### config.mk
export PLATFORM = sky130hd
export DESIGN_NAME = wdl_watchdog
export DESIGN_NICKNAME = d
export VERILOG_FILES = /design/src/common/wdl_pkg.sv /design/src/core/wdl_prescaler.sv /design/src/core/wdl_sync.sv /design/src/core/wdl_watchdog.sv
export SDC_FILE = /design/constraint.sdc
export NUM_CORES = 1
export LEC_CHECK = 0
export ABC_AREA = 1
export BUFFER_PORTS_ARGS = -buffer_cell sky130_fd_sc_hd__buf_2
export CAP_MARGIN = 30
export CORE_UTILIZATION = 25
export DETAILED_ROUTE_END_ITERATION = 16
export GPL_TIMING_DRIVEN = 1
export SLEW_MARGIN = 30
export SYNTH_ARGS = -nofsm -noshare
export SYNTH_HDL_FRONTEND = slang
export SYNTH_SLANG_ARGS = --single-unit
### constraint.sdc
create_clock -name sys_clk -period 3.7 [get_ports sys_clk]
set_input_delay 0.185 -clock sys_clk [delete_from_list [all_inputs] [get_ports sys_clk]]
set_output_delay 0.185 -clock sys_clk [all_outputs]
set_load 0.005 [all_outputs]
### src/common/wdl_pkg.sv
// Package for the watchdog timer and power LED control block.
// Assumes a 50 MHz system clock and an 8-bit register port.
package wdl_pkg;

    // Register offsets. All five register offsets are fixed.
    localparam logic [7:0] OFS_TIMEBASE   = 8'hF1;
    localparam logic [7:0] OFS_TIMEOUT    = 8'hF2;
    localparam logic [7:0] OFS_CONFIG     = 8'hF3;
    localparam logic [7:0] OFS_CONTROL    = 8'hF4;
    localparam logic [7:0] OFS_PINCFG     = 8'hF5;

    // Reset values.
    localparam logic [7:0] RST_TIMEBASE   = 8'h00;
    localparam logic [7:0] RST_TIMEOUT    = 8'h00;
    localparam logic [7:0] RST_CONFIG     = 8'h00;
    localparam logic [7:0] RST_CONTROL    = 8'h00;
    localparam logic [7:0] RST_PINCFG     = 8'h00;

    // Field positions.
    localparam int TB_MINUTES_BIT   = 7;
    localparam int CFG_JOY_BIT      = 0;
    localparam int CFG_KBD_BIT      = 1;
    localparam int CFG_MOUSE_BIT    = 2;
    localparam int CFG_LEDWDT_BIT   = 3;
    localparam int CFG_IRQ_LSB      = 4;
    localparam int CTL_STATUS_BIT   = 0;
    localparam int CTL_LED_BIT      = 1;
    localparam int CTL_FORCE_BIT    = 2;
    localparam int CTL_KBCEN_BIT    = 3;
    localparam int CTL_RSVD_BIT     = 4;
    // Pin configuration: alternate bits 0..2, polarity bits 4..6, IR 7.
    localparam int PIN_ALT_STAT_BIT = 0;
    localparam int PIN_ALT_LED_BIT  = 1;
    localparam int PIN_ALT_B_BIT    = 2;
    localparam int PIN_POL_STAT_BIT = 4;
    localparam int PIN_POL_LED_BIT  = 5;
    localparam int PIN_POL_B_BIT    = 6;
    localparam int PIN_IR_BIT       = 7;

    // Timing counts.
    localparam int CLK_HZ           = 50000000;
    localparam int HALF_SEC_MS      = 500;
    localparam int HALF_SEC_CYC     = CLK_HZ / 1000 * HALF_SEC_MS;
    localparam int SEC_PER_MIN      = 60;

    // Counter states.
    typedef enum logic [1:0] {
        WDL_IDLE = 2'b00,
        WDL_RUN  = 2'b01,
        WDL_DONE = 2'b11
    } wdl_state_t;

endpackage

### src/core/wdl_prescaler.sv
// Prescaler giving half-second, second and minute ticks for the block.
// Assumes a single clock domain and a synchronous clock enable.
`timescale 1ns/1ps
`default_nettype none
module wdl_prescaler
    import wdl_pkg::*;
#(
    parameter int HALF_CYC = HALF_SEC_CYC
) (
    input  wire logic sys_clk,
    input  wire logic reset,
    input  wire logic clk_en,
    output logic      half_tick,
    output logic      sec_tick,
    output logic      min_tick
);

    logic [25:0] div_ff;
    logic        phase_ff;
    logic [5:0]  sec_cnt_ff;

    ////////////////////////////////////////////////////////////////////
    // Half-second divider; the LED toggles on each tick, giving 1 Hz.
    assign half_tick = clk_en && (div_ff == 26'(HALF_CYC - 1));
    assign sec_tick  = half_tick && phase_ff;
    assign min_tick  = sec_tick && (sec_cnt_ff == 6'(SEC_PER_MIN - 1));

    // Counters clear on reset so ticks are aligned to reset release.
    always_ff @(posedge sys_clk or posedge reset) begin
        if (reset) begin
            div_ff     <= 26'h0000000;
            phase_ff   <= 1'b0;
            sec_cnt_ff <= 6'h00;
        end else if (clk_en) begin
            div_ff <= half_tick ? 26'h0000000 : div_ff + 26'h0000001;
            if (half_tick) begin
                phase_ff <= ~phase_ff;
            end
            if (sec_tick) begin
                sec_cnt_ff <= min_tick ? 6'h00 : sec_cnt_ff + 6'h01;
            end
        end
    end

endmodule
`default_nettype wire

### src/core/wdl_sync.sv
// Three-stage synchroniser with agreement filter for a pin input.
// Assumes the input is asynchronous to sys_clk.
`timescale 1ns/1ps
`default_nettype none
module wdl_sync (
    input  wire logic sys_clk,
    input  wire logic reset,
    input  wire logic clk_en,
    input  wire logic pin_in,
    output logic      level,
    output logic      rise
);

    logic s1_ff;
    logic s2_ff;
    logic s3_ff;
    logic level_ff;

    ////////////////////////////////////////////////////////////////////
    // A change counts only once stages two and three agree.
    always_ff @(posedge sys_clk or posedge reset) begin
        if (reset) begin
            s1_ff    <= 1'b0;
            s2_ff    <= 1'b0;
            s3_ff    <= 1'b0;
            level_ff <= 1'b0;
        end else if (clk_en) begin
            s1_ff <= pin_in;
            s2_ff <= s1_ff;
            s3_ff <= s2_ff;
            if (s2_ff == s3_ff) begin
                level_ff <= s3_ff;
            end
        end
    end

    assign level = level_ff;
    assign rise  = clk_en && (s2_ff == s3_ff) && s3_ff && !level_ff;

endmodule
`default_nettype wire

### src/core/wdl_watchdog.sv
// Watchdog timer and power LED control with its register port.
// Assumes restart events are asynchronous pins and the host port is
// synchronous to sys_clk.
//
// Chosen here: the strobed register port.
`timescale 1ns/1ps
`default_nettype none
module wdl_watchdog
    import wdl_pkg::*;
#(
    parameter int HALF_CYC  = HALF_SEC_CYC,
    parameter int IRQ_LINES = 15
) (
    input  wire logic                 sys_clk,
    input  wire logic                 reset,
    input  wire logic                 clk_en,
    input  wire logic [7:0]           reg_addr,
    input  wire logic [7:0]           reg_wdata,
    input  wire logic                 reg_wr,
    input  wire logic                 reg_rd,
    output logic      [7:0]           reg_rdata,
    input  wire logic                 game_port_access,
    input  wire logic                 keyboard_irq,
    input  wire logic                 mouse_irq,
    input  wire logic                 kbc_port2_bit0,
    input  wire logic                 infrared_transmit,
    output logic                      infrared_receive,
    output logic      [IRQ_LINES-1:0] irq_out,
    output logic                      status_pin_a,
    output logic                      led_pin_a,
    output logic                      shared_pin_b,
    output logic                      status_pin_c,
    output logic                      led_pin_c,
    output logic                      soft_power_off
);

    logic [7:0]  timebase_ff;
    logic [7:0]  timeout_value_ff;
    logic [7:0]  config_ff;
    logic [7:0]  control_ff;
    logic [7:0]  pincfg_ff;
    logic [7:0]  count_ff;
    logic [7:0]  rdata_ff;
    logic        led_phase_ff;
    logic        status_ff;
    wdl_state_t  state_ff;
    wdl_state_t  nxt_state;
    logic        half_tick;
    logic        sec_tick;
    logic        min_tick;
    logic        unit_tick;
    logic        joy_rise;
    logic        kbd_rise;
    logic        mouse_rise;
    logic        kbc_level;
    logic        kbc_rise;
    logic        restart;
    logic        force_hit;
    logic        expire;
    logic        led_toggle;
    logic        led_assert;
    logic        led_level;
    logic        status_out;
    logic        wr_timeout;
    logic        wr_control;
    logic [3:0]  irq_sel;

    // True when a write strobe targets the given offset.
    function automatic logic wr_hit(input logic [7:0] ofs);
        return clk_en && reg_wr && (reg_addr == ofs);
    endfunction

    // Drives a level through a polarity bit.
    function automatic logic pol(input logic v, input logic inv);
        return inv ? ~v : v;
    endfunction

    ////////////////////////////////////////////////////////////////////
    // Tick source.

    wdl_prescaler #(
        .HALF_CYC (HALF_CYC)
    ) u_presc (
        .sys_clk   (sys_clk),
        .reset     (reset),
        .clk_en    (clk_en),
        .half_tick (half_tick),
        .sec_tick  (sec_tick),
        .min_tick  (min_tick)
    );

    // Unit selection between seconds and minutes.
    assign unit_tick = timebase_ff[TB_MINUTES_BIT] ? min_tick
                                                   : sec_tick;

    ////////////////////////////////////////////////////////////////////
    // Restart and keyboard port force synchronisers; each event counts once on its edge.

    wdl_sync u_sync_joy (
        .sys_clk (sys_clk),
        .reset   (reset),
        .clk_en  (clk_en),
        .pin_in  (game_port_access),
        .level   (),
        .rise    (joy_rise)
    );

    wdl_sync u_sync_kbd (
        .sys_clk (sys_clk),
        .reset   (reset),
        .clk_en  (clk_en),
        .pin_in  (keyboard_irq),
        .level   (),
        .rise    (kbd_rise)
    );

    wdl_sync u_sync_mouse (
        .sys_clk (sys_clk),
        .reset   (reset),
        .clk_en  (clk_en),
        .pin_in  (mouse_irq),
        .level   (),
        .rise    (mouse_rise)
    );

    wdl_sync u_sync_kbc (
        .sys_clk (sys_clk),
        .reset   (reset),
        .clk_en  (clk_en),
        .pin_in  (kbc_port2_bit0),
        .level   (kbc_level),
        .rise    (kbc_rise)
    );

    ////////////////////////////////////////////////////////////////////
    // Event decode.
    assign restart = (joy_rise   && config_ff[CFG_JOY_BIT])
                   || (kbd_rise   && config_ff[CFG_KBD_BIT])
                   || (mouse_rise && config_ff[CFG_MOUSE_BIT]);
    assign wr_timeout = wr_hit(OFS_TIMEOUT);
    assign wr_control = wr_hit(OFS_CONTROL);
    // Force by host bit 2, or by the keyboard port while enabled.
    assign force_hit = (wr_control && reg_wdata[CTL_FORCE_BIT])
                     || (kbc_rise && control_ff[CTL_KBCEN_BIT]);
    assign expire = clk_en && (state_ff == WDL_RUN) && unit_tick
                    && (count_ff == 8'h01);

    ////////////////////////////////////////////////////////////////////
    // Counter state machine. A zero reload parks it idle.
    always_comb begin
        nxt_state = state_ff;
        case (state_ff)
            WDL_IDLE: begin
                if (timeout_value_ff != 8'h00) begin
                    nxt_state = WDL_RUN;
                end
            end
            WDL_RUN: begin
                if (expire) begin
                    nxt_state = WDL_DONE;
                end
            end
            WDL_DONE: begin
                nxt_state = WDL_DONE;
            end
            default: begin
                nxt_state = WDL_IDLE;
            end
        endcase
        if (force_hit) begin
            nxt_state = WDL_DONE;
        end else if (wr_timeout) begin
            nxt_state = (reg_wdata == 8'h00) ? WDL_IDLE : WDL_RUN;
        end else if (restart && timeout_value_ff != 8'h00) begin
            nxt_state = WDL_RUN;
        end else if (timeout_value_ff == 8'h00) begin
            nxt_state = WDL_IDLE;
        end
    end

    always_ff @(posedge sys_clk or posedge reset) begin
        if (reset) begin
            state_ff <= WDL_IDLE;
        end else if (clk_en) begin
            state_ff <= nxt_state;
        end
    end

    // Count register; 8 bits bound the range to 255 units.
    always_ff @(posedge sys_clk or posedge reset) begin
        if (reset) begin
            count_ff <= 8'h00;
        end else if (clk_en) begin
            if (force_hit) begin
                count_ff <= 8'h00;
            end else if (wr_timeout) begin
                count_ff <= reg_wdata;
            end else if (restart) begin
                count_ff <= timeout_value_ff;
            end else if (state_ff == WDL_RUN && unit_tick) begin
                count_ff <= count_ff - 8'h01;
            end
        end
    end

    ////////////////////////////////////////////////////////////////////
    // Status bit. Hardware sets win over a host clear in the same cycle.
    always_ff @(posedge sys_clk or posedge reset) begin
        if (reset) begin
            status_ff <= 1'b0;
        end else if (clk_en) begin
            if (expire || force_hit) begin
                status_ff <= 1'b1;
            end else if (wr_control) begin
                status_ff <= reg_wdata[CTL_STATUS_BIT];
            end else if (restart) begin
                status_ff <= 1'b0;
            end
        end
    end

    ////////////////////////////////////////////////////////////////////
    // Host registers. Force bit never stores, so it reads back zero.
    always_ff @(posedge sys_clk or posedge reset) begin
        if (reset) begin
            timebase_ff      <= RST_TIMEBASE;
            timeout_value_ff <= RST_TIMEOUT;
            config_ff        <= RST_CONFIG;
            control_ff       <= RST_CONTROL;
            pincfg_ff        <= RST_PINCFG;
        end else begin
            if (wr_hit(OFS_TIMEBASE)) begin
                timebase_ff <= reg_wdata;
            end
            if (wr_timeout) begin
                timeout_value_ff <= reg_wdata;
            end
            if (wr_hit(OFS_CONFIG)) begin
                config_ff <= reg_wdata;
            end
            if (wr_control) begin
                control_ff <= reg_wdata & 8'hEA;
            end
            if (wr_hit(OFS_PINCFG)) begin
                pincfg_ff <= reg_wdata;
            end
        end
    end

    // Read data register, valid the cycle after the read strobe.
    always_ff @(posedge sys_clk or posedge reset) begin
        if (reset) begin
            rdata_ff <= 8'h00;
        end else if (clk_en) begin
            rdata_ff <= 8'h00;
            if (reg_rd) begin
                case (reg_addr)
                    OFS_TIMEBASE: rdata_ff <= timebase_ff;
                    OFS_TIMEOUT:  rdata_ff <= timeout_value_ff;
                    OFS_CONFIG:   rdata_ff <= config_ff;
                    OFS_CONTROL:  rdata_ff <= {control_ff[7:1], status_ff};
                    OFS_PINCFG:   rdata_ff <= pincfg_ff;
                    default:      rdata_ff <= 8'h00;
                endcase
            end
        end
    end
    assign reg_rdata = rdata_ff;

    ////////////////////////////////////////////////////////////////////
    // Power LED phase flips every half second for 1 Hz, half duty.
    always_ff @(posedge sys_clk or posedge reset) begin
        if (reset) begin
            led_phase_ff <= 1'b0;
        end else if (clk_en && half_tick) begin
            led_phase_ff <= ~led_phase_ff;
        end
    end

    assign led_toggle = control_ff[CTL_LED_BIT]
                      || (config_ff[CFG_LEDWDT_BIT] && status_ff);
    assign led_assert = led_toggle ? led_phase_ff : 1'b1;
    // Asserted means low unless polarity is set.
    assign led_level = pol(~led_assert, pincfg_ff[PIN_POL_LED_BIT]);
    assign status_out = pol(status_ff, pincfg_ff[PIN_POL_STAT_BIT]);

    ////////////////////////////////////////////////////////////////////
    // Pin muxing. The IR bit hands pins a to the infrared function.
    assign status_pin_a = (pincfg_ff[PIN_ALT_STAT_BIT]
                           && !pincfg_ff[PIN_IR_BIT])
                          ? status_out : 1'b0;
    assign led_pin_a = (pincfg_ff[PIN_ALT_LED_BIT]
                        && !pincfg_ff[PIN_IR_BIT])
                       ? led_level : 1'b0;
    assign infrared_receive = (pincfg_ff[PIN_ALT_STAT_BIT]
                               && pincfg_ff[PIN_ALT_LED_BIT]
                               && pincfg_ff[PIN_IR_BIT])
                              ? infrared_transmit : 1'b0;
    assign shared_pin_b = pincfg_ff[PIN_ALT_B_BIT]
                          ? pol(status_ff, pincfg_ff[PIN_POL_B_BIT])
                          : 1'b0;
    assign status_pin_c = status_out;
    assign led_pin_c    = led_level;
    assign soft_power_off = control_ff[7];

    ////////////////////////////////////////////////////////////////////
    // Interrupt mapping; the request line follows the status level.
    assign irq_sel = config_ff[CFG_IRQ_LSB +: 4];
    always_comb begin
        irq_out = '0;
        if (irq_sel != 4'h0 && int'(irq_sel) <= IRQ_LINES) begin
            irq_out[irq_sel - 4'h1] = status_ff;
        end
    end

endmodule
`default_nettype wire

# Word level (Yosys, flattened, before mapping)
# Index checks and enable logic that the tools add are counted.
dict set report word_totals {
  register_bits 106
  in_bits 26
  output_inout_bits 30
  word_cells 151
}
dict set report op_classes {
  addsub 4
  order_cmp 2
  eq_ne 16
  muxes 31
  bitwise_logic 5
  reduce_logical 64
}
# op count
set ops {}
lappend ops {{== test 8 bit (second input constant)} 5}
lappend ops {{2-to-1 mux 8 bit} 5}
lappend ops {{one-hot mux 8 bit (5 select lines)} 1}
lappend ops {{logical AND 1 bit} 38}
lappend ops {{adder 26 x 1 -> 26 bit (second input constant)} 1}
lappend ops {{== test 26 x 25 -> 1 bit (second input constant)} 1}
lappend ops {{2-to-1 mux 26 bit} 1}
lappend ops {{logical NOT 8 bit} 2}
lappend ops {{AND reduction 2 bit} 8}
lappend ops {{bitwise AND 15 bit} 1}
lappend ops {{2-to-1 mux 15 bit} 1}
lappend ops {{2-to-1 mux 1 bit} 14}
lappend ops {{2-to-1 mux 2 bit} 6}
lappend ops {{== test 8 x 1 -> 1 bit (second input constant)} 1}
lappend ops {{nonzero test 4 bit} 2}
lappend ops {{nonzero test 8 bit} 1}
lappend ops {{subtractor 8 x 1 -> 8 bit (second input constant)} 1}
lappend ops {{adder 6 x 1 -> 6 bit (second input constant)} 1}
lappend ops {{== test 6 bit (second input constant)} 1}
lappend ops {{2-to-1 mux 6 bit} 1}
lappend ops {{inequality test 6 x 4 -> 1 bit (second input constant)} 1}
lappend ops {{inequality test 6 bit (second input constant)} 1}
lappend ops {{one-hot mux 2 bit (3 select lines)} 1}
lappend ops {{logical NOT 1 bit} 5}
lappend ops {{other kinds (12)} 22}

# Depth between registers and ports, before layout
dict set report depth {
  word_depth 13
  depth_mapped 13
  depth_no_buf 12
}

# Modules after synthesis
# Synthesis repeated with hierarchy kept, for this count alone.
dict set report hier_totals {
  cells_unflattened 866
  hier_area_um2 6416.2
}
# mod instances cells_each area_each_um2 seq_area_each_um2
set by_module_without_submodules {}
lappend by_module_without_submodules {wdl_watchdog 1 488 3643.5 1426.4}
lappend by_module_without_submodules {wdl_prescaler 1 290 2052.0 825.8}
lappend by_module_without_submodules {wdl_sync 4 22 180.2 100.1}

# Least setup slack after synthesis
# No wires, ideal clock.
dict set report synth_timing {
  kind {register to register}
  startpoint {register u_presc.div_ff[0]}
  endpoint {register u_presc.sec_cnt_ff[5]}
  setup_time_ns 0.120
  arrival_time_ns 1.465
  t_required_ns 3.580
  slack_ns 2.115
  stages_incl_launch_ff 11
  path_buffers 0
  period_less_slack_ns 1.585
  path_cell_list {dfrtp_1 > ha_1 > nand3_2 > nor2_1 > nand2_1 > nor2_8 > nand2_4 > nor2_2 > nand2_1 > o21ai_0 > nor2_1}
}
dict set report synth_between {
  elab_chain_len 5
  elab_cells_between_ends 6
  classes_between {1 x eq/ne; 1 x mux; 4 x reduce/logical}
}
# element line
set synth_rtl {}
lappend synth_rtl {{from (decl)} wdl_prescaler.sv:18} ;# logic [25:0] div_ff;
lappend synth_rtl {{from (signal assigned)} wdl_prescaler.sv:35} ;# div_ff <= half_tick ? 26'h0000000 : div_ff + 26'h0000001;
lappend synth_rtl {{== test 26 x 25 -> 1 bit *} wdl_prescaler.sv:24} ;# assign half_tick = clk_en && (div_ff == 26'(HALF_CYC - 1));
lappend synth_rtl {{logical AND 1 bit *} wdl_prescaler.sv:24}
lappend synth_rtl {{logical AND 1 bit *} wdl_prescaler.sv:25} ;# assign sec_tick = half_tick && phase_ff;
lappend synth_rtl {{logical AND 1 bit} wdl_prescaler.sv:26} ;# assign min_tick = sec_tick && (sec_cnt_ff == 6'(SEC_PER_MIN - 1));
lappend synth_rtl {{2-to-1 mux 6 bit} wdl_prescaler.sv:40} ;# sec_cnt_ff <= min_tick ? 6'h00 : sec_cnt_ff + 6'h01;
lappend synth_rtl {{to (signal assigned)} wdl_prescaler.sv:40}
lappend synth_rtl {{to (decl)} wdl_prescaler.sv:20} ;# logic [5:0] sec_cnt_ff;
# Every way passes the cells marked *; elsewhere a longest branch is shown, timed or not.
# A chain may end at the register's enable or synchronous reset.

# Worst setup path in the final report
dict set report layout_timing {
  startpoint {register u_sync_mouse.s2_ff}
  endpoint {register count_ff[5]}
}
dict set report layout_between {
  elab_chain_len 9
  elab_cells_between_ends 11
  classes_between {1 x eq/ne; 3 x mux; 7 x reduce/logical}
}
# element line
set layout_rtl {}
lappend layout_rtl {{from (decl)} wdl_sync.sv:15} ;# logic s2_ff;
lappend layout_rtl {{from (signal assigned)} wdl_sync.sv:24} ;# s2_ff <= 1'b0;
lappend layout_rtl {{from (signal assigned)} wdl_sync.sv:29} ;# s2_ff <= s1_ff;
lappend layout_rtl {{== test 1 bit *} wdl_sync.sv:38} ;# assign rise = clk_en && (s2_ff == s3_ff) && s3_ff && !level_ff;
lappend layout_rtl {{logical AND 1 bit * (3 in a row)} wdl_sync.sv:38}
lappend layout_rtl {{logical AND 1 bit *} wdl_watchdog.sv:139} ;# || (mouse_rise && config_ff[CFG_MOUSE_BIT]);
lappend layout_rtl {{logical OR 1 bit *} wdl_watchdog.sv:139}
lappend layout_rtl {{2-to-1 mux 8 bit} wdl_watchdog.sv:198} ;# end else if (restart) begin
lappend layout_rtl {{2-to-1 mux 8 bit} wdl_watchdog.sv:196} ;# end else if (wr_timeout) begin
lappend layout_rtl {{2-to-1 mux 8 bit} wdl_watchdog.sv:194} ;# if (force_hit) begin
lappend layout_rtl {{to (signal assigned)} wdl_watchdog.sv:197} ;# count_ff <= reg_wdata;
lappend layout_rtl {{to (signal assigned)} wdl_watchdog.sv:199} ;# count_ff <= timeout_value_ff;
lappend layout_rtl {{to (signal assigned)} wdl_watchdog.sv:201} ;# count_ff <= count_ff - 8'h01;
lappend layout_rtl {{to (decl)} wdl_watchdog.sv:42} ;# logic [7:0] count_ff;
# Marks and branches as above.

==> summary.md <==
| Metric | Value |
|---|---|
| Achievable Freq | `0.4991 GHz` |
| Largest net degree at the start of global routing | `72` |
| # setup viols final | `0` |
| Clk_skew | `0.01568 ns` |
| Worst IR drop on VDD | `0.2146 mV` |
| Post-CTS resize count | `0` |
| ANT cells | `0` |
| Setup WS post-layout | `1.696 ns` |
| Final Hold Fails | `0` |
| GP Congestion | `0.8605` |
| Critical Path Fanout Max | `14` |
| R2R depth | `11` |
| Total GRT Usage | `0.1344` |
| # fillers | `2,478` |
| Fin crit period | `2.004 ns` |
| Synth Area in XOR/XNOR | `0.02260` |
| Hold Path Cell Cnt | `3` |
| Root Buffer | `clkbuf_16` |
| Vias/cell | `4.652` |
| Vert. Die Dim | `154.5 microns` |
| DRC errors left | `0` |
| Compound-gate portion of the synthesized area | `0.1223` |
| Max-Cap Viols | `0` |
| Net count, final | `857` |
| DRT antenna net count | `0` |
| Final hold slack | `0.04214 ns` |
| Setup crit end kind | `register` |
| Hold_buf cts | `0` |
| Die area | `23,860 sq um` |
| DRT Wirelength | `15.03 mm` |
| CTS H-Tree Depth | `3` |
| Data required time of the worst path | `3.99 ns` |
| Clock sink total | `106` |
| TritonRoute pass-1 iters | `5` |
| Primary FF master, synth | `dfrtp_1` |
| Post-Synth Simple-Gate Area | `0.3124` |
| Routed length per instance | `13.45 microns` |
| Final core utilization | `0.2960` |
| Hold Path Origin | `mouse_irq` |
| Status | `finished clean` |
| Worst reg-to-reg setup slack | `1.70 ns` |
| Seq cells post-synth | `106` |
| Fraction of layout cells with a size suffix above 1 | `0.1262` |
| TritonCTS Buffers | `9` |
| Crit Path Category | `register to register` |
| First-pass GRT wire length | `25.47 mm` |
| Vias in the first global route | `5,039` |
| Io pins | `56` |
| Area grow syn2layout | `15.67%` |
| Largest family of logic cells by synthesized area | `simple AND/OR/NAND/NOR gates` |
| Core area | `22,710 sq um` |
| Final Slew Violations | `0` |
| Commonest non-fill, non-tap cell in the layout | `nand2_1` |
| Die W | `154.5 microns` |
| Leak | `3.385 nW` |
| DP Wirelength | `11.22 mm` |
| Setup_tns | `0 ns` |
| Clock slew seen by the registers of the worst setup and hold paths | `0.08 ns` |
| Post-Syn Area | `5812 sq um` |
| Post-synthesis mux area share | `0` |
| PD cells | `426.2 nW/um^2` |
| R2R Path End | `count_ff[5]` |
| Setup repair bufs after CTS | `0` |
| Syn Area/Cell | `7.519 sq um` |
| I/O Buffers | `55` |
| Post-synth EDFFs | `0` |
| Post-synthesis sequential area ratio | `0.4564` |
| Period utilisation layout | `0.5415` |
| Min-Delay Path Class | `input pin to register` |
| WP data arrival | `2.30 ns` |
| Via Count | `5,196` |
| Synth Area in Adders | `0.008611` |
| Crit path launch type | `register` |
| Setup repair after global routing missed its margin | `false` |
| Synth Instances | `773` |
| Clock buffer depth | `2` |
| Initial antenna violation count | `0` |
| Initial DRC count | `426` |
| Cell Rows | `55` |
| Max_slew headroom | `0.5098` |
| YS warnings | `0` |
| Post-Synthesis Net Count | `803` |
| Commonest cells after routing, fill and taps aside | `nand2_1, dfrtp_1, inv_1, o21ai_0, nor2_1` |
| CTS tree | `built` |
| Worst slew pin tran | `0.7352 ns` |
| Worst slack, placed | `1.482 ns` |
| Distinct cell type count after synthesis | `41` |
| Initial Utilization | `0.2559` |
| Worst R2R Start | `u_sync_mouse.s2_ff` |
| Grt ovf | `0` |
| Hold endpoint | `u_sync_mouse.s1_ff` |
| Async SR Flop Fraction | `1.000` |
| Worst-Skew Late Latency | `0.36 ns` |
## worst max-delay path, cell delays in order (launching register included)
cell and delay [ns]:
dfrtp_1 0.41, nand2_1 0.09, inv_1 0.05, nand3_1 0.07, nand2_1 0.06, nor2_2 0.38
inv_1 0.17, nor2_2 0.23, nand2_2 0.13, nor2_4 0.19, nand2_1 0.07, o21ai_1 0.08
## final cells by class
| class | count | area (sq um) | share of cell area |
|---|---|---|---|
| multi-input cells | 550 | 2708 | 0.4028 |
| flip-flops and latches | 106 | 2653 | 0.3946 |
| inverters | 101 | 385.4 | 0.05732 |
| well taps | 285 | 356.6 | 0.05304 |
| repair buffers | 59 | 307.8 | 0.04578 |
| clock buffers | 9 | 225.2 | 0.03350 |
| clock inverters | 7 | 87.58 | 0.01303 |
## registers in the layout, summed over array words and instances (netlist names), 2 cells and up
register / count
count_ff: 8
u_presc.div_ff: 26
timeout_value_ff: 8
pincfg_ff: 8
reg_rdata: 8
control_ff: 5
state_ff: 2
timebase_ff: 8
u_presc.sec_cnt_ff: 6
config_ff: 8
## cell families (layout without fill, tap and decap cells)
group | Yosys count | count (layout)
and+or+nand+nor | 400 | 400
AOI/OAI and AO/OA | 131 | 131
buffers and inverters | 117 | 176
DFF | 106 | 106
xor gates and xnor gates | 15 | 15
adders and majority gates | 4 | 4
## power breakdown
group | internal (mW) | switching [mW] | leakage, nW
Clock | 0.537 | 0.465 | 0.145
Sequential | 1.26 | 0.100 | 1.34
Combinational | 0.188 | 0.315 | 1.90
## per-stage QoR
stage	power (mW)	cells	instance area, sq um
detailed placement	1.882	1100	6397
finish	2.866	1117	6723
floorplan	1.745	773	5812
global route	3.034	1117	6723
global placement	1.876	1100	6397
CTS	2.897	1116	6710
## per-layer routing
metal | vias up | part of all wire | GRT usage
li1 | 2615 | - | -
met1 | 2462 | 0.47 | 0.1784
met2 | 100 | 0.47 | 0.2168
met3 | 19 | 0.040 | 0.02634
met4 | 0 | 0.021 | 0.04903
met5 | - | 0 | 0
## worst max-delay path by stage
stage	start	depth (start not counted)	to
after detailed placement	clk_en	12	count_ff[3]
after CTS	u_sync_mouse.s2_ff	11	count_ff[5]
after floorplan	reset	1	config_ff[0]
after global placement	clk_en	10	state_ff[0]
final	u_sync_mouse.s2_ff	11	count_ff[5]
after global routing	u_sync_mouse.s2_ff	11	count_ff[2]
## cells in the mapped netlist, types with 2 or more instances
cell type | instances | area (sq um)
nor2_4 | 2 | 22.52
xor2_1 | 11 | 96.34
a21oi_1 | 20 | 100.1
o21ai_0 | 86 | 430.4
nand2_4 | 3 | 33.78
or2_2 | 4 | 25.02
nand3_1 | 51 | 255.2
o2111ai_1 | 3 | 26.28
nand2_1 | 202 | 758.2
nor3_4 | 2 | 32.53
buf_2 | 3 | 15.01
nor2_1 | 76 | 285.3
o21ai_1 | 8 | 40.04
inv_2 | 3 | 11.26
nor2_2 | 4 | 25.02
clkbuf_1 | 12 | 45.04
dfrtp_1 | 106 | 2653
nand2_2 | 2 | 12.51
nor3_1 | 28 | 140.1
nand4_1 | 12 | 75.07
o211ai_1 | 2 | 15.01
nand3_2 | 5 | 50.05
a31oi_1 | 2 | 12.51
xnor2_1 | 4 | 35.03
inv_1 | 96 | 360.4
nor3b_1 | 3 | 22.52
nor2_8 | 2 | 40.04
o31ai_1 | 2 | 15.01
o21a_1 | 4 | 30.03
ha_1 | 4 | 50.05
Note: power is estimated with default switching activity, not from simulation.
